<file path="src/rtl/tcpp_regs.svh">
`ifndef TCPP_REGS_SVH
`define TCPP_REGS_SVH
// ****************************************************************
// Register offsets (byte addresses, one word each)
// ****************************************************************
`define TCPP_OFF_ALERT_MASK 8'h0C
`define TCPP_OFF_CONN_CODE 8'h0E
`define TCPP_OFF_PORT_STATE 8'h11
`define TCPP_OFF_ADVERTISE 8'h18
`define TCPP_OFF_CABLE_ILIM 8'h1E
`define TCPP_OFF_CABLE_MON 8'h20
`define TCPP_OFF_WINDOW 8'h22
`define TCPP_OFF_SOFT_RESET 8'h23
`define TCPP_OFF_DRAIN_TIME 8'h25
`define TCPP_OFF_ROLE 8'h28
`define TCPP_OFF_MONITOR_CTL 8'h2E
`define TCPP_OFF_DRAIN_CTL 8'h30
`define TCPP_OFF_SINK_CURRENT 8'h34
// ****************************************************************
// Reset values
// ****************************************************************
`define TCPP_RST_ALERT_MASK 3'h7
`define TCPP_RST_ADVERTISE 4'h4
`define TCPP_RST_CABLE_ILIM 4'h0
`define TCPP_RST_CABLE_MON 2'h1
`define TCPP_RST_WINDOW 16'hF757
`define TCPP_RST_SOFT_RESET 1'h0
`define TCPP_RST_DRAIN_TIME 4'hA
`define TCPP_RST_ROLE 3'h3
`define TCPP_RST_MONITOR_CTL 5'h04
`define TCPP_RST_DRAIN_CTL 2'h0
// ****************************************************************
// Codes and timing
// ****************************************************************
`define TCPP_ROLE_SINK 3'h1
`define TCPP_ROLE_DUAL 3'h3
`define TCPP_CODE_NONE 8'h00
`define TCPP_CODE_SRC 8'h2D
`define TCPP_CODE_SRC_VCONN 8'h2F
`define TCPP_CODE_SRC_DBG 8'h6D
`define TCPP_CODE_SNK 8'h41
`define TCPP_CODE_SNK_DBG 8'h61
`define TCPP_CODE_AUDIO 8'h81
`define TCPP_TOGGLE_US 50
`define TCPP_CLK_MHZ 40
`define TCPP_TOGGLE_CYC (`TCPP_TOGGLE_US * `TCPP_CLK_MHZ)
`endif

</file>
<file path="src/rtl/tcpp_pkg.sv">
package tcpp_pkg;
  // Termination seen on one CC line
  typedef enum logic [2:0] {
    TCPP_OPEN = 3'h0,
    TCPP_RA = 3'h1,
    TCPP_RD = 3'h2,
    TCPP_RP_DEF = 3'h3,
    TCPP_RP_1A5 = 3'h4,
    TCPP_RP_3A = 3'h5
  } tcpp_term_t;
  // Port states, Gray along the dual-role unattached toggle path
  typedef enum logic [3:0] {
    TCPP_UNATT_SNK = 4'h0,
    TCPP_UNATT_SRC = 4'h1,
    TCPP_UNATT_ACC = 4'h3,
    TCPP_ATT_SRC = 4'h2,
    TCPP_ATT_SNK = 4'h6,
    TCPP_DBG_SRC_UNOR = 4'h7,
    TCPP_DBG_SRC_OR = 4'h5,
    TCPP_DBG_SNK = 4'h4,
    TCPP_AUDIO = 4'hC
  } tcpp_state_t;
endpackage : tcpp_pkg

</file>
<file path="src/rtl/tcpp_sync.sv">
`timescale 1ns/1ps
module tcpp_sync (
  input wire logic clk_in,
  input wire logic rst_n_in,
  input wire logic en_in,
  input wire logic [8:0] d_in,
  output logic [8:0] q_out
);
  logic [8:0] s1_q;
  // Two stages, first stage read only by the second
  always_ff @(posedge clk_in or negedge rst_n_in) begin
    if (!rst_n_in) begin
      s1_q <= 9'h000;
      q_out <= 9'h000;
    end else if (en_in) begin
      s1_q <= d_in;
      q_out <= s1_q;
    end
  end
endmodule : tcpp_sync

</file>
<file path="src/rtl/tcpp_wb.sv">
`timescale 1ns/1ps
`include "tcpp_regs.svh"
module tcpp_wb (
  input wire logic clk_in,
  input wire logic rst_n_in,
  input wire logic en_in,
  input wire logic cyc_in,
  input wire logic stb_in,
  input wire logic we_in,
  input wire logic [3:0] sel_in,
  output logic ack_out,
  output logic wr_out,
  output logic rd_out
);
  // One-wait-state classic slave: ack one cycle after stb, dropped next
  always_ff @(posedge clk_in or negedge rst_n_in) begin
    if (!rst_n_in) begin
      ack_out <= 1'b0;
    end else if (en_in) begin
      ack_out <= cyc_in && stb_in && !ack_out;
    end
  end
  assign wr_out = en_in && ack_out && we_in && sel_in[0];
  assign rd_out = ack_out && !we_in;
endmodule : tcpp_wb

</file>
<file path="src/rtl/tcpp_top.sv">
// Added by the designer: the Wishbone slave port and the address map.
`timescale 1ns/1ps
`include "tcpp_regs.svh"
// What this block does
// - Sink enable needs sink attach and bus valid
// - Enables release when any condition fails
// - Source enable needs source attach, bus, supply
// - Nothing attached: toggle, code 00h, all off
// - Rd plus open: Attached source, 2Dh
// - Orientation low when termination on CC2
// - Rd plus Ra: source, 2Fh, cable power
// - Ra alone causes no attach
// - Rd both: unoriented source debug, 6Dh
// - Oriented source debug (6Dh) decoded, never entered
// - Ra both: audio accessory, 81h, off
// - Rp plus open/Ra: Attached sink, 41h
// - Sink debug orientation follows stronger pull-up
// - Sink-only ignores Rd/Rd and Rd/Ra
// - Three alert masks reset to masked
// - Port role resets to dual with accessory
// - Drain time 1010b, drain path enabled
// - Source window shifts 0111b and 0101b
// - Sink window shifts 0111b and 1111b
// - Cable limit 0000b, monitor on, high level
// - Advertise default, cable supply on, standby off
// - Supply/bus checks defaults, safe-zero 00b
// - Reset from pin only by default
// - Bus enables are open-drain active low
module tcpp_top (
  input wire logic CLOCK_IN,
  input wire logic RESETN_IN,
  input wire logic CLK_EN_IN,
  input wire logic WB_CYC_IN,
  input wire logic WB_STB_IN,
  input wire logic WB_WE_IN,
  input wire logic [7:0] WB_ADR_IN,
  input wire logic [3:0] WB_SEL_IN,
  input wire logic [31:0] WB_DAT_IN,
  output logic [31:0] WB_DAT_OUT,
  output logic WB_ACK_OUT,
  input wire logic [2:0] CC1_TERM_IN,
  input wire logic [2:0] CC2_TERM_IN,
  input wire logic BUS_VOLTAGE_SENSE_IN,
  input wire logic HV_SUPPLY_PRESENT_IN,
  input wire logic HV_SUPPLY_OVERVOLT_IN,
  output logic SINK_POWER_ENABLE_N_OUT,
  output logic SINK_POWER_ENABLE_OE_OUT,
  output logic SOURCE_POWER_ENABLE_N_OUT,
  output logic SOURCE_POWER_ENABLE_OE_OUT,
  output logic ORIENTATION_OUT,
  output logic ORIENTATION_OE_OUT,
  output logic VCONN_CC1_OUT,
  output logic VCONN_CC2_OUT,
  output logic [1:0] SINK_CURRENT_OUT,
  output logic SOFT_RESET_REQ_OUT
);
  // ****************************************************************
  // Input synchronisers
  // ****************************************************************
  logic [8:0] pin_s;
  tcpp_sync u_sync (
    .clk_in(CLOCK_IN),
    .rst_n_in(RESETN_IN),
    .en_in(CLK_EN_IN),
    .d_in({CC1_TERM_IN, CC2_TERM_IN, BUS_VOLTAGE_SENSE_IN, HV_SUPPLY_PRESENT_IN,
      HV_SUPPLY_OVERVOLT_IN}),
    .q_out(pin_s)
  );
  tcpp_pkg::tcpp_term_t cc1, cc2;
  logic bus_ok_raw, hv_present, hv_over;
  assign cc1 = tcpp_pkg::tcpp_term_t'(pin_s[8:6]);
  assign cc2 = tcpp_pkg::tcpp_term_t'(pin_s[5:3]);
  assign bus_ok_raw = pin_s[2];
  assign hv_present = pin_s[1];
  assign hv_over = pin_s[0];
  // ****************************************************************
  // Bus slave
  // ****************************************************************
  logic wr_stb;
  tcpp_wb u_wb (
    .clk_in(CLOCK_IN),
    .rst_n_in(RESETN_IN),
    .en_in(CLK_EN_IN),
    .cyc_in(WB_CYC_IN),
    .stb_in(WB_STB_IN),
    .we_in(WB_WE_IN),
    .sel_in(WB_SEL_IN),
    .ack_out(WB_ACK_OUT),
    .wr_out(wr_stb),
    .rd_out()
  );
  // ****************************************************************
  // Configuration registers
  // ****************************************************************
  logic [2:0] alert_mask_q;
  logic [3:0] advertise_q;
  logic [3:0] cable_power_current_limit_q;
  logic [1:0] cable_mon_q;
  logic [15:0] window_q;
  logic soft_reset_select_q;
  logic [3:0] bus_drain_time_sel_q;
  logic [2:0] port_role_sel_q;
  logic [4:0] monitor_ctl_q;
  logic [1:0] drain_ctl_q;
  logic [7:0] wadr;
  assign wadr = WB_ADR_IN;
  always_ff @(posedge CLOCK_IN or negedge RESETN_IN) begin
    if (!RESETN_IN) begin
      alert_mask_q <= `TCPP_RST_ALERT_MASK;
      advertise_q <= `TCPP_RST_ADVERTISE;
      cable_power_current_limit_q <= `TCPP_RST_CABLE_ILIM;
      cable_mon_q <= `TCPP_RST_CABLE_MON;
      window_q <= `TCPP_RST_WINDOW;
      soft_reset_select_q <= `TCPP_RST_SOFT_RESET;
      bus_drain_time_sel_q <= `TCPP_RST_DRAIN_TIME;
      port_role_sel_q <= `TCPP_RST_ROLE;
      monitor_ctl_q <= `TCPP_RST_MONITOR_CTL;
      drain_ctl_q <= `TCPP_RST_DRAIN_CTL;
    end else if (wr_stb) begin
      case (wadr)
        `TCPP_OFF_ALERT_MASK: begin
          alert_mask_q <= WB_DAT_IN[2:0];
        end
        `TCPP_OFF_ADVERTISE: begin
          advertise_q <= WB_DAT_IN[3:0];
        end
        `TCPP_OFF_CABLE_ILIM: begin
          cable_power_current_limit_q <= WB_DAT_IN[3:0];
        end
        `TCPP_OFF_CABLE_MON: begin
          cable_mon_q <= WB_DAT_IN[1:0];
        end
        `TCPP_OFF_WINDOW: begin
          window_q <= WB_DAT_IN[15:0];
        end
        `TCPP_OFF_SOFT_RESET: begin
          soft_reset_select_q <= WB_DAT_IN[0];
        end
        `TCPP_OFF_DRAIN_TIME: begin
          bus_drain_time_sel_q <= WB_DAT_IN[3:0];
        end
        `TCPP_OFF_ROLE: begin
          port_role_sel_q <= WB_DAT_IN[2:0];
        end
        `TCPP_OFF_MONITOR_CTL: begin
          monitor_ctl_q <= WB_DAT_IN[4:0];
        end
        `TCPP_OFF_DRAIN_CTL: begin
          drain_ctl_q <= WB_DAT_IN[1:0];
        end
        default: begin
        end
      endcase
    end
  end
  // Soft reset request only honoured when software reset is selected
  always_ff @(posedge CLOCK_IN or negedge RESETN_IN) begin
    if (!RESETN_IN) begin
      SOFT_RESET_REQ_OUT <= 1'b0;
    end else if (CLK_EN_IN) begin
      SOFT_RESET_REQ_OUT <= soft_reset_select_q && wr_stb && wadr == `TCPP_OFF_SOFT_RESET
        && WB_DAT_IN[1];
    end
  end
  // Range check inhibit forces bus valid; overvolt inhibit ignores supply
  logic bus_ok, hv_ok, sink_only;
  assign bus_ok = bus_ok_raw || monitor_ctl_q[1];
  assign hv_ok = !hv_present || !hv_over || monitor_ctl_q[0];
  assign sink_only = port_role_sel_q == `TCPP_ROLE_SINK;
  // ****************************************************************
  // Connection state machine
  // ****************************************************************
  tcpp_pkg::tcpp_state_t state_q, state_d;
  logic [11:0] toggle_q;
  logic toggle_done;
  assign toggle_done = toggle_q == 12'(`TCPP_TOGGLE_CYC - 1);
  always_ff @(posedge CLOCK_IN or negedge RESETN_IN) begin
    if (!RESETN_IN) begin
      toggle_q <= 12'h000;
    end else if (CLK_EN_IN) begin
      toggle_q <= toggle_done ? 12'h000 : toggle_q + 12'h001;
    end
  end
  logic is_rd1, is_rd2, is_rp1, is_rp2, low1, low2;
  assign is_rd1 = cc1 == tcpp_pkg::TCPP_RD;
  assign is_rd2 = cc2 == tcpp_pkg::TCPP_RD;
  assign is_rp1 = cc1 >= tcpp_pkg::TCPP_RP_DEF;
  assign is_rp2 = cc2 >= tcpp_pkg::TCPP_RP_DEF;
  assign low1 = cc1 == tcpp_pkg::TCPP_OPEN || cc1 == tcpp_pkg::TCPP_RA;
  assign low2 = cc2 == tcpp_pkg::TCPP_OPEN || cc2 == tcpp_pkg::TCPP_RA;
  logic src_look, snk_look;
  assign src_look = state_q == tcpp_pkg::TCPP_UNATT_SRC && !sink_only;
  assign snk_look = state_q == tcpp_pkg::TCPP_UNATT_SNK || state_q == tcpp_pkg::TCPP_UNATT_ACC;
  always_comb begin
    state_d = state_q;
    case (state_q)
      tcpp_pkg::TCPP_UNATT_SNK, tcpp_pkg::TCPP_UNATT_SRC, tcpp_pkg::TCPP_UNATT_ACC: begin
        if (toggle_done) begin
          if (state_q != tcpp_pkg::TCPP_UNATT_SNK) begin
            state_d = tcpp_pkg::TCPP_UNATT_SNK;
          end else if (sink_only) begin
            state_d = tcpp_pkg::TCPP_UNATT_ACC;
          end else begin
            state_d = tcpp_pkg::TCPP_UNATT_SRC;
          end
        end
        if (cc1 == tcpp_pkg::TCPP_RA && cc2 == tcpp_pkg::TCPP_RA) begin
          state_d = tcpp_pkg::TCPP_AUDIO;
        end else if (is_rp1 && is_rp2 && snk_look) begin
          state_d = tcpp_pkg::TCPP_DBG_SNK;
        end else if (((is_rp1 && low2) || (is_rp2 && low1)) && snk_look) begin
          state_d = tcpp_pkg::TCPP_ATT_SNK;
        end else if (src_look && is_rd1 && is_rd2) begin
          state_d = tcpp_pkg::TCPP_DBG_SRC_UNOR;
        end else if (src_look && ((is_rd1 && cc2 == tcpp_pkg::TCPP_OPEN)
            || (is_rd2 && cc1 == tcpp_pkg::TCPP_OPEN) || (is_rd1 && cc2 == tcpp_pkg::TCPP_RA)
            || (is_rd2 && cc1 == tcpp_pkg::TCPP_RA))) begin
          state_d = tcpp_pkg::TCPP_ATT_SRC;
        end
      end
      tcpp_pkg::TCPP_ATT_SRC: begin
        if (!((is_rd1 && low2) || (is_rd2 && low1))) begin
          state_d = tcpp_pkg::TCPP_UNATT_SNK;
        end
      end
      tcpp_pkg::TCPP_DBG_SRC_UNOR: begin
        if (!(is_rd1 && is_rd2)) begin
          state_d = tcpp_pkg::TCPP_UNATT_SNK;
        end
      end
      tcpp_pkg::TCPP_ATT_SNK: begin
        if (!((is_rp1 && low2) || (is_rp2 && low1))) begin
          state_d = tcpp_pkg::TCPP_UNATT_SNK;
        end
      end
      tcpp_pkg::TCPP_DBG_SNK: begin
        if (!(is_rp1 && is_rp2)) begin
          state_d = tcpp_pkg::TCPP_UNATT_SNK;
        end
      end
      tcpp_pkg::TCPP_AUDIO: begin
        if (!(cc1 == tcpp_pkg::TCPP_RA && cc2 == tcpp_pkg::TCPP_RA)) begin
          state_d = tcpp_pkg::TCPP_UNATT_SNK;
        end
      end
      default: begin
        state_d = tcpp_pkg::TCPP_UNATT_SNK;
      end
    endcase
  end
  always_ff @(posedge CLOCK_IN or negedge RESETN_IN) begin
    if (!RESETN_IN) begin
      state_q <= tcpp_pkg::TCPP_UNATT_SNK;
    end else if (CLK_EN_IN) begin
      state_q <= state_d;
    end
  end
  // ****************************************************************
  // Outputs, registered except the constant open-drain data lines
  // ****************************************************************
  logic [7:0] code_d;
  logic src_att, snk_att, orient_cc2, vconn1, vconn2;
  logic [1:0] cur_d;
  always_comb begin
    code_d = `TCPP_CODE_NONE;
    src_att = 1'b0;
    snk_att = 1'b0;
    orient_cc2 = 1'b0;
    vconn1 = 1'b0;
    vconn2 = 1'b0;
    cur_d = 2'h0;
    case (state_q)
      tcpp_pkg::TCPP_ATT_SRC: begin
        src_att = 1'b1;
        orient_cc2 = is_rd2;
        if (cc1 == tcpp_pkg::TCPP_RA || cc2 == tcpp_pkg::TCPP_RA) begin
          code_d = `TCPP_CODE_SRC_VCONN;
          vconn1 = cc1 == tcpp_pkg::TCPP_RA && advertise_q[2];
          vconn2 = cc2 == tcpp_pkg::TCPP_RA && advertise_q[2];
        end else begin
          code_d = `TCPP_CODE_SRC;
        end
      end
      tcpp_pkg::TCPP_DBG_SRC_UNOR: begin
        src_att = 1'b1;
        code_d = `TCPP_CODE_SRC_DBG;
      end
      tcpp_pkg::TCPP_DBG_SRC_OR: begin
        src_att = 1'b1;
        orient_cc2 = is_rd2;
        code_d = `TCPP_CODE_SRC_DBG;
      end
      tcpp_pkg::TCPP_ATT_SNK: begin
        snk_att = 1'b1;
        orient_cc2 = is_rp2;
        code_d = `TCPP_CODE_SNK;
      end
      tcpp_pkg::TCPP_DBG_SNK: begin
        snk_att = 1'b1;
        code_d = `TCPP_CODE_SNK_DBG;
        orient_cc2 = cc2 > cc1;
        if (cc1 == tcpp_pkg::TCPP_RP_DEF || cc2 == tcpp_pkg::TCPP_RP_DEF) begin
          if (cc1 == tcpp_pkg::TCPP_RP_1A5 || cc2 == tcpp_pkg::TCPP_RP_1A5) begin
            cur_d = 2'h1;
          end else if (cc1 == tcpp_pkg::TCPP_RP_3A || cc2 == tcpp_pkg::TCPP_RP_3A) begin
            cur_d = 2'h2;
          end
        end
      end
      tcpp_pkg::TCPP_AUDIO: begin
        code_d = `TCPP_CODE_AUDIO;
      end
      default: begin
      end
    endcase
  end
  logic [7:0] code_q;
  logic [3:0] state_rep_q;
  always_ff @(posedge CLOCK_IN or negedge RESETN_IN) begin
    if (!RESETN_IN) begin
      code_q <= `TCPP_CODE_NONE;
      state_rep_q <= 4'h0;
      SINK_POWER_ENABLE_OE_OUT <= 1'b0;
      SOURCE_POWER_ENABLE_OE_OUT <= 1'b0;
      ORIENTATION_OE_OUT <= 1'b0;
      VCONN_CC1_OUT <= 1'b0;
      VCONN_CC2_OUT <= 1'b0;
      SINK_CURRENT_OUT <= 2'h0;
    end else if (CLK_EN_IN) begin
      code_q <= code_d;
      state_rep_q <= state_q;
      SINK_POWER_ENABLE_OE_OUT <= snk_att && bus_ok;
      SOURCE_POWER_ENABLE_OE_OUT <= src_att && bus_ok && hv_ok;
      ORIENTATION_OE_OUT <= orient_cc2;
      VCONN_CC1_OUT <= vconn1;
      VCONN_CC2_OUT <= vconn2;
      SINK_CURRENT_OUT <= cur_d;
    end
  end
  // Open drain: only ever pull low, released otherwise
  assign SINK_POWER_ENABLE_N_OUT = 1'b0;
  assign SOURCE_POWER_ENABLE_N_OUT = 1'b0;
  assign ORIENTATION_OUT = 1'b0;
  // ****************************************************************
  // Read mux
  // ****************************************************************
  always_ff @(posedge CLOCK_IN or negedge RESETN_IN) begin
    if (!RESETN_IN) begin
      WB_DAT_OUT <= 32'h0000_0000;
    end else if (CLK_EN_IN) begin
      case (wadr)
        `TCPP_OFF_ALERT_MASK: WB_DAT_OUT <= {29'h0, alert_mask_q};
        `TCPP_OFF_CONN_CODE: WB_DAT_OUT <= {24'h0, code_q};
        `TCPP_OFF_PORT_STATE: WB_DAT_OUT <= {28'h0, state_rep_q};
        `TCPP_OFF_ADVERTISE: WB_DAT_OUT <= {28'h0, advertise_q};
        `TCPP_OFF_CABLE_ILIM: WB_DAT_OUT <= {28'h0, cable_power_current_limit_q};
        `TCPP_OFF_CABLE_MON: WB_DAT_OUT <= {30'h0, cable_mon_q};
        `TCPP_OFF_WINDOW: WB_DAT_OUT <= {16'h0, window_q};
        `TCPP_OFF_SOFT_RESET: WB_DAT_OUT <= {31'h0, soft_reset_select_q};
        `TCPP_OFF_DRAIN_TIME: WB_DAT_OUT <= {28'h0, bus_drain_time_sel_q};
        `TCPP_OFF_ROLE: WB_DAT_OUT <= {29'h0, port_role_sel_q};
        `TCPP_OFF_MONITOR_CTL: WB_DAT_OUT <= {27'h0, monitor_ctl_q};
        `TCPP_OFF_DRAIN_CTL: WB_DAT_OUT <= {30'h0, drain_ctl_q};
        `TCPP_OFF_SINK_CURRENT: WB_DAT_OUT <= {30'h0, SINK_CURRENT_OUT};
        default: WB_DAT_OUT <= 32'h0000_0000;
      endcase
    end
  end
endmodule : tcpp_top

</file>
<file path="config.mk">
export PLATFORM = sky130hd
export DESIGN_NAME = tcpp_top
export DESIGN_NICKNAME = d
export VERILOG_FILES = /design/src/rtl/tcpp_pkg.sv /design/src/rtl/tcpp_sync.sv /design/src/rtl/tcpp_wb.sv /design/src/rtl/tcpp_top.sv
export VERILOG_INCLUDE_DIRS = /design/src /design/src/rtl
export SDC_FILE = /design/constraint.sdc
export NUM_CORES = 1
export LEC_CHECK = 0
export BUFFER_PORTS_ARGS = -buffer_cell sky130_fd_sc_hd__buf_4
export CAP_MARGIN = 0
export CORE_MARGIN = 10
export CORE_UTILIZATION = 30
export DETAILED_ROUTE_END_ITERATION = 16
export SETUP_SLACK_MARGIN = 0.05
export SLEW_MARGIN = 20
export SYNTH_ARGS = -nofsm -noshare
export SYNTH_HDL_FRONTEND = slang
export SYNTH_SLANG_ARGS = --single-unit
</file>
<file path="constraint.sdc">
create_clock -name CLOCK_IN -period 2.7 [get_ports CLOCK_IN]
set_clock_uncertainty 0.1 [all_clocks]
set_input_delay 0.54 -clock CLOCK_IN [delete_from_list [all_inputs] [get_ports CLOCK_IN]]
set_output_delay 0.54 -clock CLOCK_IN [all_outputs]
set_load 0.05 [all_outputs]
</file>
== Word-level counts from Yosys, hierarchy flattened ==
Index checks and enable logic that the tools add are counted.
Storage, ports and cells
  register bits: 131
  input bits: 59
Operators by class
  reduce and logical (&&, ||, !) cells: 69
  multiplexer cells: 29
  order comparisons: 3
  eq/ne operators: 39
  add/sub/neg operators: 1
Operators with widths (number)
  one-hot mux 16 bit (13 select lines): 1
  == test 8 x 6 -> 1 bit (second input constant): 8
  two-way mux 4 bit: 11
  one-hot mux 8 bit (5 select lines): 1
  logical AND 1 bit: 30
  == test 8 x 5 -> 1 bit (second input constant): 3
  one-hot mux 4 bit (6 select lines): 1
  AND reduction 2 bit: 10
  == test 4 x 3 -> 1 bit (second input constant): 4
  == test 8 x 4 -> 1 bit (second input constant): 2
  logical OR 1 bit: 15
  two-way mux 2 bit: 7
  adder 12 x 1 -> 12 bit (second input constant): 1
  == test 12 x 11 -> 1 bit (second input constant): 1
  == test 3 x 2 -> 1 bit (second input constant): 4
  == test 3 bit (second input constant): 4
  two-way mux 12 bit: 1
  != test 2 bit (second input constant): 5
  == test 3 x 1 -> 1 bit (second input constant): 3
  == test 4 x 2 -> 1 bit (second input constant): 2
  != test 7 bit (second input constant): 1
  AND reduction 7 bit: 1
  >= comparator 3 x 2 -> 1 bit (second input constant): 2
  zero test 3 bit: 2
  10 further kinds: 21

== Depth between registers and ports, before layout ==
Gate-level depths: netlist of the first run.
  depth after elaboration: 12
  gate-level depth with buffers: 8

== Modules after synthesis ==
From an unflattened synthesis of the first run, not the netlist that was laid out.
Second synthesis, totals
  cells, all modules: 517
  area, all modules: 5695.5 um2
Modules (own cells, without submodules)
  tcpp_top: instances 1, cells an instance 474, area each 4918.5 um2
  tcpp_sync: instances 1, cells an instance 38, area each 721.9 um2
  tcpp_wb: instances 1, cells an instance 5, area each 55.1 um2

== Worst setup path after synthesis of the first run ==
Ideal clock, no wire load.
  kind: flip-flop to flip-flop
  from: reg u_wb.ack_out
  to: reg monitor_ctl_q[3]
  setup time: 0.125 ns
  required time: 2.475 ns
  data arrival time: 1.859 ns
  stages on the path, launching flop included: 6
  buffers on the path: 2
  slack: 0.616 ns
  period minus slack after synthesis: 2.084 ns
  cells stage by stage: dfrtp_1 -> and4_1 -> clkbuf_1 -> and3_1 -> clkbuf_1 -> mux2_2
On the way
  cells in the longest elaborated chain, start to end: 4
RTL lines
  start, declared: RTL line tcpp_wb.sv:11  | output logic ack_out,
  start signal, assigned: RTL line tcpp_wb.sv:20  | ack_out <= cyc_in && stb_in && !ack_out;
  logical AND 1 bit (3 in a row): RTL line tcpp_wb.sv:23  | assign wr_out = en_in && ack_out && we_in && sel_in[0];
  AND reduction 2 bit (no line)
  end signal, assigned: RTL line tcpp_top.sv:117  | monitor_ctl_q <= `TCPP_RST_MONITOR_CTL;
  end signal, assigned: RTL line tcpp_top.sv:146  | monitor_ctl_q <= WB_DAT_IN[4:0];
  end, declared: RTL line tcpp_top.sv:103  | logic [4:0] monitor_ctl_q;
No other way between the ends.
A chain may end at the register's enable or synchronous reset.

== Final worst setup path of the first run ==
  from: reg state_q[0]
  to: reg state_q[2]
On the way
  cells in the longest elaborated chain, start to end: 9
  elaborated cells on any way between the ends: 29
RTL lines
  start, declared: RTL line tcpp_top.sv:173  | tcpp_pkg::tcpp_state_t state_q, state_d;
  start signal, assigned: RTL line tcpp_top.sv:253  | state_q <= tcpp_pkg::TCPP_UNATT_SNK;
  start signal, assigned: RTL line tcpp_top.sv:255  | state_q <= state_d;
  == test 4 x 1 -> 1 bit: RTL line tcpp_top.sv:192, tcpp_top.sv:196
  logical AND 1 bit: RTL line tcpp_top.sv:192  | assign src_look = state_q == tcpp_pkg::TCPP_UNATT_SRC && !sink_only;
  logical AND 1 bit, on equally long branches: RTL line tcpp_top.sv:215, tcpp_top.sv:213
  two-way mux 4 bit / logical AND 1 bit (equally long branches): RTL line tcpp_top.sv:215, tcpp_top.sv:213
  two-way mux 4 bit: RTL line tcpp_top.sv:213  | end else if (src_look && is_rd1 && is_rd2) begin
  two-way mux 4 bit: RTL line tcpp_top.sv:211  | end else if (((is_rp1 && low2) || (is_rp2 && low1)) && snk_look) begin
  two-way mux 4 bit: RTL line tcpp_top.sv:209  | end else if (is_rp1 && is_rp2 && snk_look) begin
  two-way mux 4 bit: RTL line tcpp_top.sv:207  | if (cc1 == tcpp_pkg::TCPP_RA && cc2 == tcpp_pkg::TCPP_RA) begin
  one-hot mux 4 bit (6 select lines): RTL line tcpp_top.sv:196  | case (state_q)
Parallel ways exist; a longest one is shown, timed or not.

==> results of run 1 <==
[cells in the final DEF (no fill, tap or decap), types with 5 or more instances in the layout]
cell type,n
mux2_4,11
mux2i_1,6
a31oi_1,7
nand4_1,6
dfrtp_1,91
buf_4,78
a32o_1,5
nand2b_1,7
nand2_1,43
conb_1,19
a21oi_1,13
o21ai_0,19
o2bb2ai_1,11
nand3_1,18
nor2_1,33
nor3b_1,5
inv_1,12
mux2_1,7
a22o_1,6
dfstp_2,22
and3_1,12
clkbuf_16,17
mux2_2,49
xor2_1,5
nor2b_1,5
[cells in the mapped netlist, types with 6 or more instances]
| master | number | area [µm²] |
|---|---|---|
| mux2i_1 | 6 | 60.1 |
| buf_2 | 6 | 30.0 |
| clkbuf_1 | 18 | 67.6 |
| inv_1 | 12 | 45.0 |
| and3_1 | 12 | 75.1 |
| mux2_4 | 11 | 165 |
| mux2_2 | 49 | 552 |
| o21ai_0 | 19 | 95.1 |
| nand4_1 | 6 | 37.5 |
| nand2_1 | 43 | 161 |
| o2bb2ai_1 | 11 | 96.3 |
| dfrtp_1 | 91 | 2280 |
| nand2b_1 | 7 | 43.8 |
| a22o_1 | 6 | 52.6 |
| nor2_1 | 33 | 124 |
| nand3_1 | 18 | 90.1 |
| dfstp_2 | 22 | 578 |
| buf_4 | 20 | 150 |
| mux2_1 | 7 | 78.8 |
| a21oi_1 | 13 | 65.1 |
| a31oi_1 | 7 | 43.8 |
[cell families (layout without fill, tap and decap cells)]
logic type / count (synthesis) / count (layout) / synth area share [%]
compound gates: 105 / 105 / 13.7
xor+xnor: 9 / 9 / 1.34
fa+ha+maj: 4 / 4 / 0.850
buf+inv: 62 / 123 / 5.61
flops: 113 / 113 / 48.5
mux: 73 / 73 / 14.5
other cells: 1 / 19 / 0.0637
simple gates: 162 / 162 / 15.4
[routing by layer]
metal  track usage (%)  part of all wire [%]
met1              14.5                    45
met2              18.9                    48
met3              3.52                   5.4
met4              4.84                   1.4
met5                 0                     0
[worst min path at each step]
stage,from,slack (ns),cells past startpoint,endpoint
after floorplan,RESETN_IN,0.14,0,ORIENTATION_OE_OUT
after global placement,toggle_q[11],0.35,1,toggle_q[11]
after detailed placement,u_sync.s1_q[7],0.37,2,u_sync.q_out[7]
after CTS,RESETN_IN,0.05,1,u_sync.s1_q[6]
final,RESETN_IN,0.02,1,u_sync.s1_q[4]
after global routing,RESETN_IN,0.06,1,u_sync.s1_q[8]
[metrics by stage]
stage                     util [%]  total power [W]  setup slack [ns]
final                         37.0          0.00519             0.484
after global routing          37.0          0.00545             0.395
after CTS                     37.0          0.00525             0.494
after detailed placement      34.1          0.00307             0.424
after global placement        34.1          0.00306             0.456
after floorplan                  -          0.00275             0.616
[critical path, stage by stage (launching register included)]
cell       delay, ns
dfrtp_1         0.56
or3b_4          0.44
a2111oi_4       0.37
a311o_1         0.21
o211ai_2        0.10
mux2_4          0.31
[area by class of cell]
| cell class | count | area [µm²] | share of cell area, % |
|---|---|---|---|
| Sequential cell | 113 | 2860 | 39.7 |
| Multi-Input combinational cell | 372 | 2770 | 38.6 |
| Timing Repair Buffer | 79 | 606 | 8.43 |
| Clock buffer | 21 | 470 | 6.55 |
| Tap cell | 265 | 332 | 4.62 |
| Clock inverter | 11 | 105 | 1.46 |
| Inverter | 12 | 45.0 | 0.627 |
[power by group]
part / internal (W) / leakage (nW) / switching [W] / total [W]
registers: 0.00186 / 1.42 / 0.000195 / 0.00205
clock network: 0.00134 / 0.272 / 0.000807 / 0.00215
logic: 0.000402 / 1.51 / 0.000591 / 0.000993
total: 0.00360 / 3.20 / 0.00159 / 0.00519
[flip-flops by register name, indices dropped and copies added (netlist names), 5 cells and up]
signal         flops
toggle_q          12
monitor_ctl_q      5
window_q          16
WB_DAT_OUT        16
u_sync.q_out       9
u_sync.s1_q        9
code_q             6
==> flow_metrics.py, run 1 <==
metrics = {
    "critical_path": {
        "crit_fanout": 11,
        "cp-startpoint": "state_q[0]",
        "start_kind": "flip-flop",
        "rrSetupSlack_ns": 0.48,
        "cp.arrival_ns": 2.41,
        "cp.required_ns": 2.89,
        "crit_type": "reg -> reg",
        "worstRegToRegCells": 5,
        "r2r-start": "state_q[0]",
        "endpoint": "state_q[2]",
        "r2r_end": "state_q[2]",
        "cp-end-kind": "flip-flop",
    },
    "run": {
        "cap_violations": 0,
    },
    "finish": {
        "area_growth_syn_to_layout_pct": 22.0,
        "nFillCells": 1912,
        "instances_no_fill": 873,
        "layout-drive-gt1-share_pct": 34.4,
        "antenna_cells": 0,
        "finalNetCount": 658,
        "fin_area_um2": 7180,
    },
    "cts": {
        "cts_buffers": 17,
        "post_cts_resize_count": 0,
        "cts_buffer_depth": 2,
        "cts_tree": "done",
        "path_clk_slew_ns": 0.06,
        "cts-hold-fix-buffers": 0,
        "ctsRootBufferMaster": "clkbuf_16",
        "htreeDepth": 4,
        "cts_sinks": 113,
        "clk-insertion-delay-late_ns": 0.41,
        "cts_setup_buffers": 0,
    },
    "global_route": {
        "grt_max_degree": 46,
        "track_usage_pct": 11.8,
        "antenna_found_initial": 0,
        "grt_pass1_wl_mm": 24.8,
        "grt_overflow": 0,
        "grt_pass1_vias": 4684,
    },
    "place": {
        "portBuffers": 64,
        "dp.cells": 841,
        "place_area_um2": 6610,
        "gp_routability_congestion": 0.851,
        "hpwlAfterDp_mm": 11.0,
    },
    "floorplan": {
        "io_pins": 103,
        "die_w_um": 160,
        "initial_core_util_pct": 30.4,
        "dieArea_um2": 25600,
        "coreArea_um2": 19400,
        "rows": 51,
        "dieHeight_um": 160,
    },
    "detailed_routing": {
        "drcViolationCount": 0,
        "drt-vias-per-instance": 4.97,
        "drtPass1Iterations": 4,
        "via_count": 4338,
        "wirelength_mm": 14.9,
        "ant_nets": 0,
        "drtIter0Drc": 215,
        "wl_per_cell_um": 17.1,
    },
    "yosys": {
        "synth_cells": 529,
        "synth-seq-area-share_pct": 48.5,
        "synth_edf_count": 0,
        "synth_warnings": 0,
        "synth-seq-cells": 113,
        "avgSynthCellArea_um2": 11.1,
        "async_flop_share_pct": 100,
        "syn-cell-area_um2": 5890,
        "ys_types": 71,
        "synth-main-ff-cell": "dfrtp_1",
    },
    "timing": {
        "setup_viol": 0,
        "fin_crit_sh_pct": 82.1,
        "whs_ns": 0.0229,
        "finalCriticalPeriod_ns": 2.22,
        "tightest_slew_ns": 0.594,
        "maxSlewHeadroom_pct": 59.4,
        "tns_ns": 0,
        "rsz0062_at_grt": "no",
        "finalHoldViolations": 0,
        "fmax_mhz": 451,
        "slew_viol_final": 0,
    },
    "run_status": {
        "status": "finished clean",
    },
    "pwr": {
        "power.density_nw_per_um2": 723,
        "p_leak_nw": 3.20,
        "max-vdd-ir-drop_v": 0.000436,
    },
    "min_path": {
        "hold_path_class": "in -> async",
    },
}
(Power assumes the default switching activity.)
==> run 2, diff against run 1 <==
- clock period: 2.7 -> 2.3 ns (I/O delays scaled with it)
==> flow_metrics.py, run 2 (same netlist as run 1, synthesis figures left out) <==
metrics = {
    "place": {
        "gp_routability_congestion": 0.866,
        "hpwlAfterDp_mm": 11.6,
        "dp_slack_ns": 0.180,
        "dp.cells": 853,
        "portBuffers": 64,
    },
    "pwr": {
        "p_leak_nw": 3.29,
        "power.density_nw_per_um2": 864,
        "max-vdd-ir-drop_v": 0.000550,
    },
    "finish": {
        "largestRegisters": "WB_DAT_OUT (16), window_q (16), toggle_q (12)",
        "nFillCells": 1936,
        "instances_no_fill": 886,
        "antenna_cells": 0,
        "seqCellArea_um2": 2860,
        "area_growth_syn_to_layout_pct": 24.5,
        "layout-drive-gt1-share_pct": 35.3,
        "multi_input_area_um2": 2770,
        "layout_commonest_cell": "dfrtp_1",
        "finalNetCount": 671,
        "final_cell_mix": "dfrtp_1 (91), buf_4 (88), mux2_2 (49)",
    },
    "cts": {
        "path_clk_slew_ns": 0.05,
        "post_cts_resize_count": 0,
        "htreeDepth": 4,
        "clk-insertion-delay-late_ns": 0.41,
        "cts_tree": "done",
        "cts_buffer_depth": 2,
        "cts_sinks": 113,
        "ctsRootBufferMaster": "clkbuf_16",
        "cts_buffers": 17,
        "cts_setup_buffers": 0,
    },
    "floorplan": {
        "dieArea_um2": 25600,
        "dieHeight_um": 160,
        "io_pins": 103,
        "coreArea_um2": 19400,
        "rows": 51,
        "die_w_um": 160,
        "initial_core_util_pct": 30.4,
    },
    "critical_path": {
        "cp_slowest_cell": "dfrtp_1",
        "r2r-start": "u_sync.q_out[4]",
        "cp.required_ns": 2.49,
        "critPathBufInv": 0,
        "cp-startpoint": "u_sync.q_out[4]",
        "crit_family": "compound AO/OA/AOI/OAI gates",
        "start_kind": "flip-flop",
        "crit_fanout": 12,
        "max_stage_delay_ns": 0.51,
        "cp.depth": 5,
        "worstRegToRegCells": 5,
        "cp-end-kind": "flip-flop",
        "cp.arrival_ns": 2.33,
        "r2r_end": "state_q[2]",
        "crit_type": "reg -> reg",
        "rrSetupSlack_ns": 0.16,
        "path_cells": "a21o_1 > a22o_1 > a311o_1 > o211ai_2 > mux2_4",
        "endpoint": "state_q[2]",
    },
    "timing": {
        "finalCriticalPeriod_ns": 2.14,
        "maxSlewHeadroom_pct": 61.2,
        "setup_viol": 0,
        "fmax_mhz": 468,
        "rsz0062_at_grt": "no",
        "fin_crit_sh_pct": 92.8,
        "whs_ns": 0.172,
        "slew_viol_final": 0,
        "tns_ns": 0,
        "finalHoldViolations": 0,
        "worst_slack_ns": 0.164,
        "tightest_slew_ns": 0.581,
    },
    "run_status": {
        "status": "finished clean",
    },
    "global_route": {
        "grt_pass1_wl_mm": 25.6,
        "track_usage_pct": 12.3,
        "grt_overflow": 0,
        "antenna_found_initial": 0,
        "grt_max_degree": 77,
        "grt_pass1_vias": 4710,
    },
    "min_path": {
        "hold_path_class": "in -> reg",
    },
    "detailed_routing": {
        "ant_nets": 0,
        "via_count": 4432,
        "drt-vias-per-instance": 5.00,
        "drcViolationCount": 0,
        "drtIter0Drc": 248,
        "wirelength_mm": 15.6,
        "drtPass1Iterations": 5,
        "wl_per_cell_um": 17.6,
    },
    "run": {
        "cap_violations": 0,
    },
}
## run 2: changes by cell type in the layout (fill, tap and decap cells not counted)
cell and delta:
clkbuf_8 -1, buf_12 +2, buf_4 +10, clkbuf_1 +2, clkinv_2 +2, bufinv_16 +2
clkinvlp_4 -2, dlygate4sd3_1 +1, clkinv_4 -1, inv_6 -2
## run 2: worst reg2reg max path: stages (launching register included)
cell,delay [ns]
dfrtp_1,0.51
a21o_1,0.30
a22o_1,0.28
a311o_1,0.30
o211ai_2,0.22
mux2_4,0.32
## run 2: metrics by stage
step | cell area [µm²] | total power [W] | utilization [%]
after global routing | 7330 | 0.00664 | 37.8
after CTS | 7330 | 0.00639 | 37.8
final | 7330 | 0.00634 | 37.8
after detailed placement | 6720 | 0.00368 | 34.7
after floorplan | 5960 | 0.00323 | -
after global placement | 6720 | 0.00366 | 34.7
## run 2: worst min-delay path by stage
stage          depth (start not counted)      startpoint            endpoint
5_1_grt                                2  CC2_TERM_IN[0]      u_sync.s1_q[3]
6_report                               2    WB_DAT_IN[5]         window_q[5]
3_5_place_dp                           1    toggle_q[11]        toggle_q[11]
2_1_floorplan                          0       RESETN_IN  ORIENTATION_OE_OUT
4_1_cts                                2    WB_DAT_IN[5]         window_q[5]
3_3_place_gp                           1    toggle_q[11]        toggle_q[11]
## run 2: final cells by class
type	count	share of cell area, %
clock buffer	22	6.33
clock inverter	10	1.83
timing repair buffer	92	9.97
multi-input combinational	372	37.8
inverter	12	0.614
sequential	113	38.9
tap	265	4.52
## run 2: power breakdown
part           total, W  internal [W]  switching (W)
sequential      0.00238       0.00218       0.000205
combinational   0.00128      0.000523       0.000762
clock           0.00267       0.00175       0.000915
## run 2: what timing repair did
item | 4_1_cts | 5_1_grt
hold buffers | 1 | 0
hold endpoints to repair | 27 | 0
endpoints found under the setup margin | 0 | 0
## run 2: layer usage
layer	routed length [µm]	share of wire, %	GRT usage, %	vias up
met4	154	0.99	3.76	0
met2	7650	49	20.2	119
met5	0	0	0	-
met3	921	5.9	4.06	15
li1	-	-	-	2079
met1	6890	44	15.0	2219
==> run 3, diff against run 2 <==
- BUFFER_PORTS_ARGS: -buffer_cell sky130_fd_sc_hd__buf_4 -> default
- DONT_BUFFER_PORTS: default -> 1
==> flow_metrics.py, run 3 (same netlist as run 1, synthesis figures left out) <==
metrics = {
    "timing": {
        "fin_crit_sh_pct": 92.4,
        "finalCriticalPeriod_ns": 2.13,
        "setup_viol": 0,
        "slew_viol_final": 0,
        "finalHoldViolations": 113,
        "fmax_mhz": 470,
        "tns_ns": 0,
        "tightest_slew_ns": 0.799,
        "maxSlewHeadroom_pct": 46.7,
        "rsz0062_at_grt": "no",
        "whs_ns": -0.365,
    },
    "detailed_routing": {
        "wl_per_cell_um": 18.5,
        "via_count": 4224,
        "wirelength_mm": 15.0,
        "drtIter0Drc": 334,
        "drcViolationCount": 0,
        "ant_nets": 0,
        "drtPass1Iterations": 5,
        "drt-vias-per-instance": 5.21,
    },
    "critical_path": {
        "r2r-start": "u_sync.q_out[4]",
        "cp-end-kind": "flip-flop",
        "crit_family": "compound AO/OA/AOI/OAI gates",
        "start_kind": "flip-flop",
        "critPathBufInv": 0,
        "max_stage_delay_ns": 0.54,
        "crit_fanout": 15,
        "path_cells": "a21o_1 > a22o_1 > a311o_1 > o211ai_2 > mux2_4",
        "cp_slowest_cell": "dfrtp_1",
        "rrSetupSlack_ns": 0.17,
        "cp.required_ns": 2.49,
        "crit_type": "reg -> reg",
        "worstRegToRegCells": 5,
        "cp.arrival_ns": 2.31,
        "r2r_end": "state_q[2]",
    },
    "finish": {
        "area_growth_syn_to_layout_pct": 15.1,
        "fin_area_um2": 6780,
        "final_cell_mix": "dfrtp_1 (91), mux2_2 (49), nand2_1 (43)",
        "finalNetCount": 596,
        "layout_commonest_cell": "dfrtp_1",
        "seqCellArea_um2": 2860,
        "largestRegisters": "WB_DAT_OUT (16), window_q (16), toggle_q (12)",
        "antenna_cells": 0,
        "multi_input_area_um2": 2770,
        "nFillCells": 1909,
        "layout-drive-gt1-share_pct": 26.4,
        "fin_util_pct": 34.9,
    },
    "cts": {
        "clk-insertion-delay-late_ns": 0.42,
        "cts_buffer_depth": 2,
        "cts_sinks": 113,
        "cts_setup_buffers": 0,
        "cts_buffers": 17,
        "path_clk_slew_ns": 0.06,
        "htreeDepth": 4,
        "cts_tree": "done",
        "ctsRootBufferMaster": "clkbuf_16",
    },
    "floorplan": {
        "dieArea_um2": 25600,
        "initial_core_util_pct": 30.4,
        "dieHeight_um": 160,
        "io_pins": 103,
        "die_w_um": 160,
        "coreArea_um2": 19400,
        "rows": 51,
    },
    "global_route": {
        "grt_pass1_wl_mm": 24.3,
        "grt_overflow": 0,
        "track_usage_pct": 11.8,
        "grt_pass1_vias": 4275,
        "antenna_found_initial": 0,
        "grt_max_degree": 114,
    },
    "pwr": {
        "sw_frac_of_total_pct": 27.7,
        "power_w": 0.00635,
        "max-vdd-ir-drop_v": 0.000481,
        "power.density_nw_per_um2": 937,
        "p_leak_nw": 2.93,
        "p_comb_share_pct": 15.5,
        "p_sw_w": 0.00176,
        "seqPwrFrac_pct": 39.0,
        "pwr-share-clk_pct": 45.6,
        "internal-power_w": 0.00459,
    },
    "place": {
        "portBuffers": 0,
        "gp_routability_congestion": 0.855,
        "place_area_um2": 6130,
        "hpwlAfterDp_mm": 10.7,
    },
    "run_status": {
        "status": "complete, but fails checks",
        "failed_checks": "negative hold slack",
    },
    "min_path": {
        "hold_path_class": "in -> async",
    },
    "run": {
        "cap_violations": 0,
    },
}
run 3: worst max path at each step:
stage               startpoint               end  slack [ns]  cells after the start
2_1_floorplan     u_wb.ack_out  monitor_ctl_q[3]        0.22                      5
3_3_place_gp   u_sync.q_out[4]        state_q[2]        0.21                      5
3_5_place_dp   u_sync.q_out[4]        state_q[2]        0.21                      5
4_1_cts        u_sync.q_out[4]        state_q[2]        0.19                      5
5_1_grt        u_sync.q_out[3]        state_q[2]        0.08                      5
6_report       u_sync.q_out[4]        state_q[2]        0.17                      5
run 3: per-layer routing:
metal,part of all wire [%],track usage (%),routed length [µm],vias to the layer above
li1,-,-,-,1922
met1,42,13.9,6270,2128
met2,48,18.8,7180,152
met3,9.0,5.14,1350,22
met4,1.5,4.13,223,0
met5,0,0,0,-
run 3: metrics by stage:
step,worst slack (ns),std cells
floorplan,0.216,547
global placement,0.213,779
detailed placement,0.210,779
CTS,0.187,811
global route,0.0795,811
finish,0.174,811
run 3: cell type report:
| class | count | share of cell area, % |
|---|---|---|
| Timing Repair Buffer | 17 | 1.88 |
| Clock buffer | 23 | 6.91 |
| Tap cell | 265 | 4.89 |
| Sequential cell | 113 | 42.1 |
| Inverter | 12 | 0.665 |
| Clock inverter | 9 | 2.62 |
| Multi-Input combinational cell | 372 | 40.9 |
run 3: power by group through the flow:
stage	combinational, W	sequential, W	clock, W
after CTS	0.000976	0.00247	0.00295
after detailed placement	0.000974	0.00250	0
after global placement	0.000963	0.00249	0
after floorplan	0.000816	0.00242	0
final	0.000983	0.00247	0.00289
after global routing	0.00108	0.00250	0.00304
run 3: timing repair:
item                       in CTS  in global routing
resized for setup               0                  0
setup endpoints to repair       0                  0
hold endpoints to repair      113                113
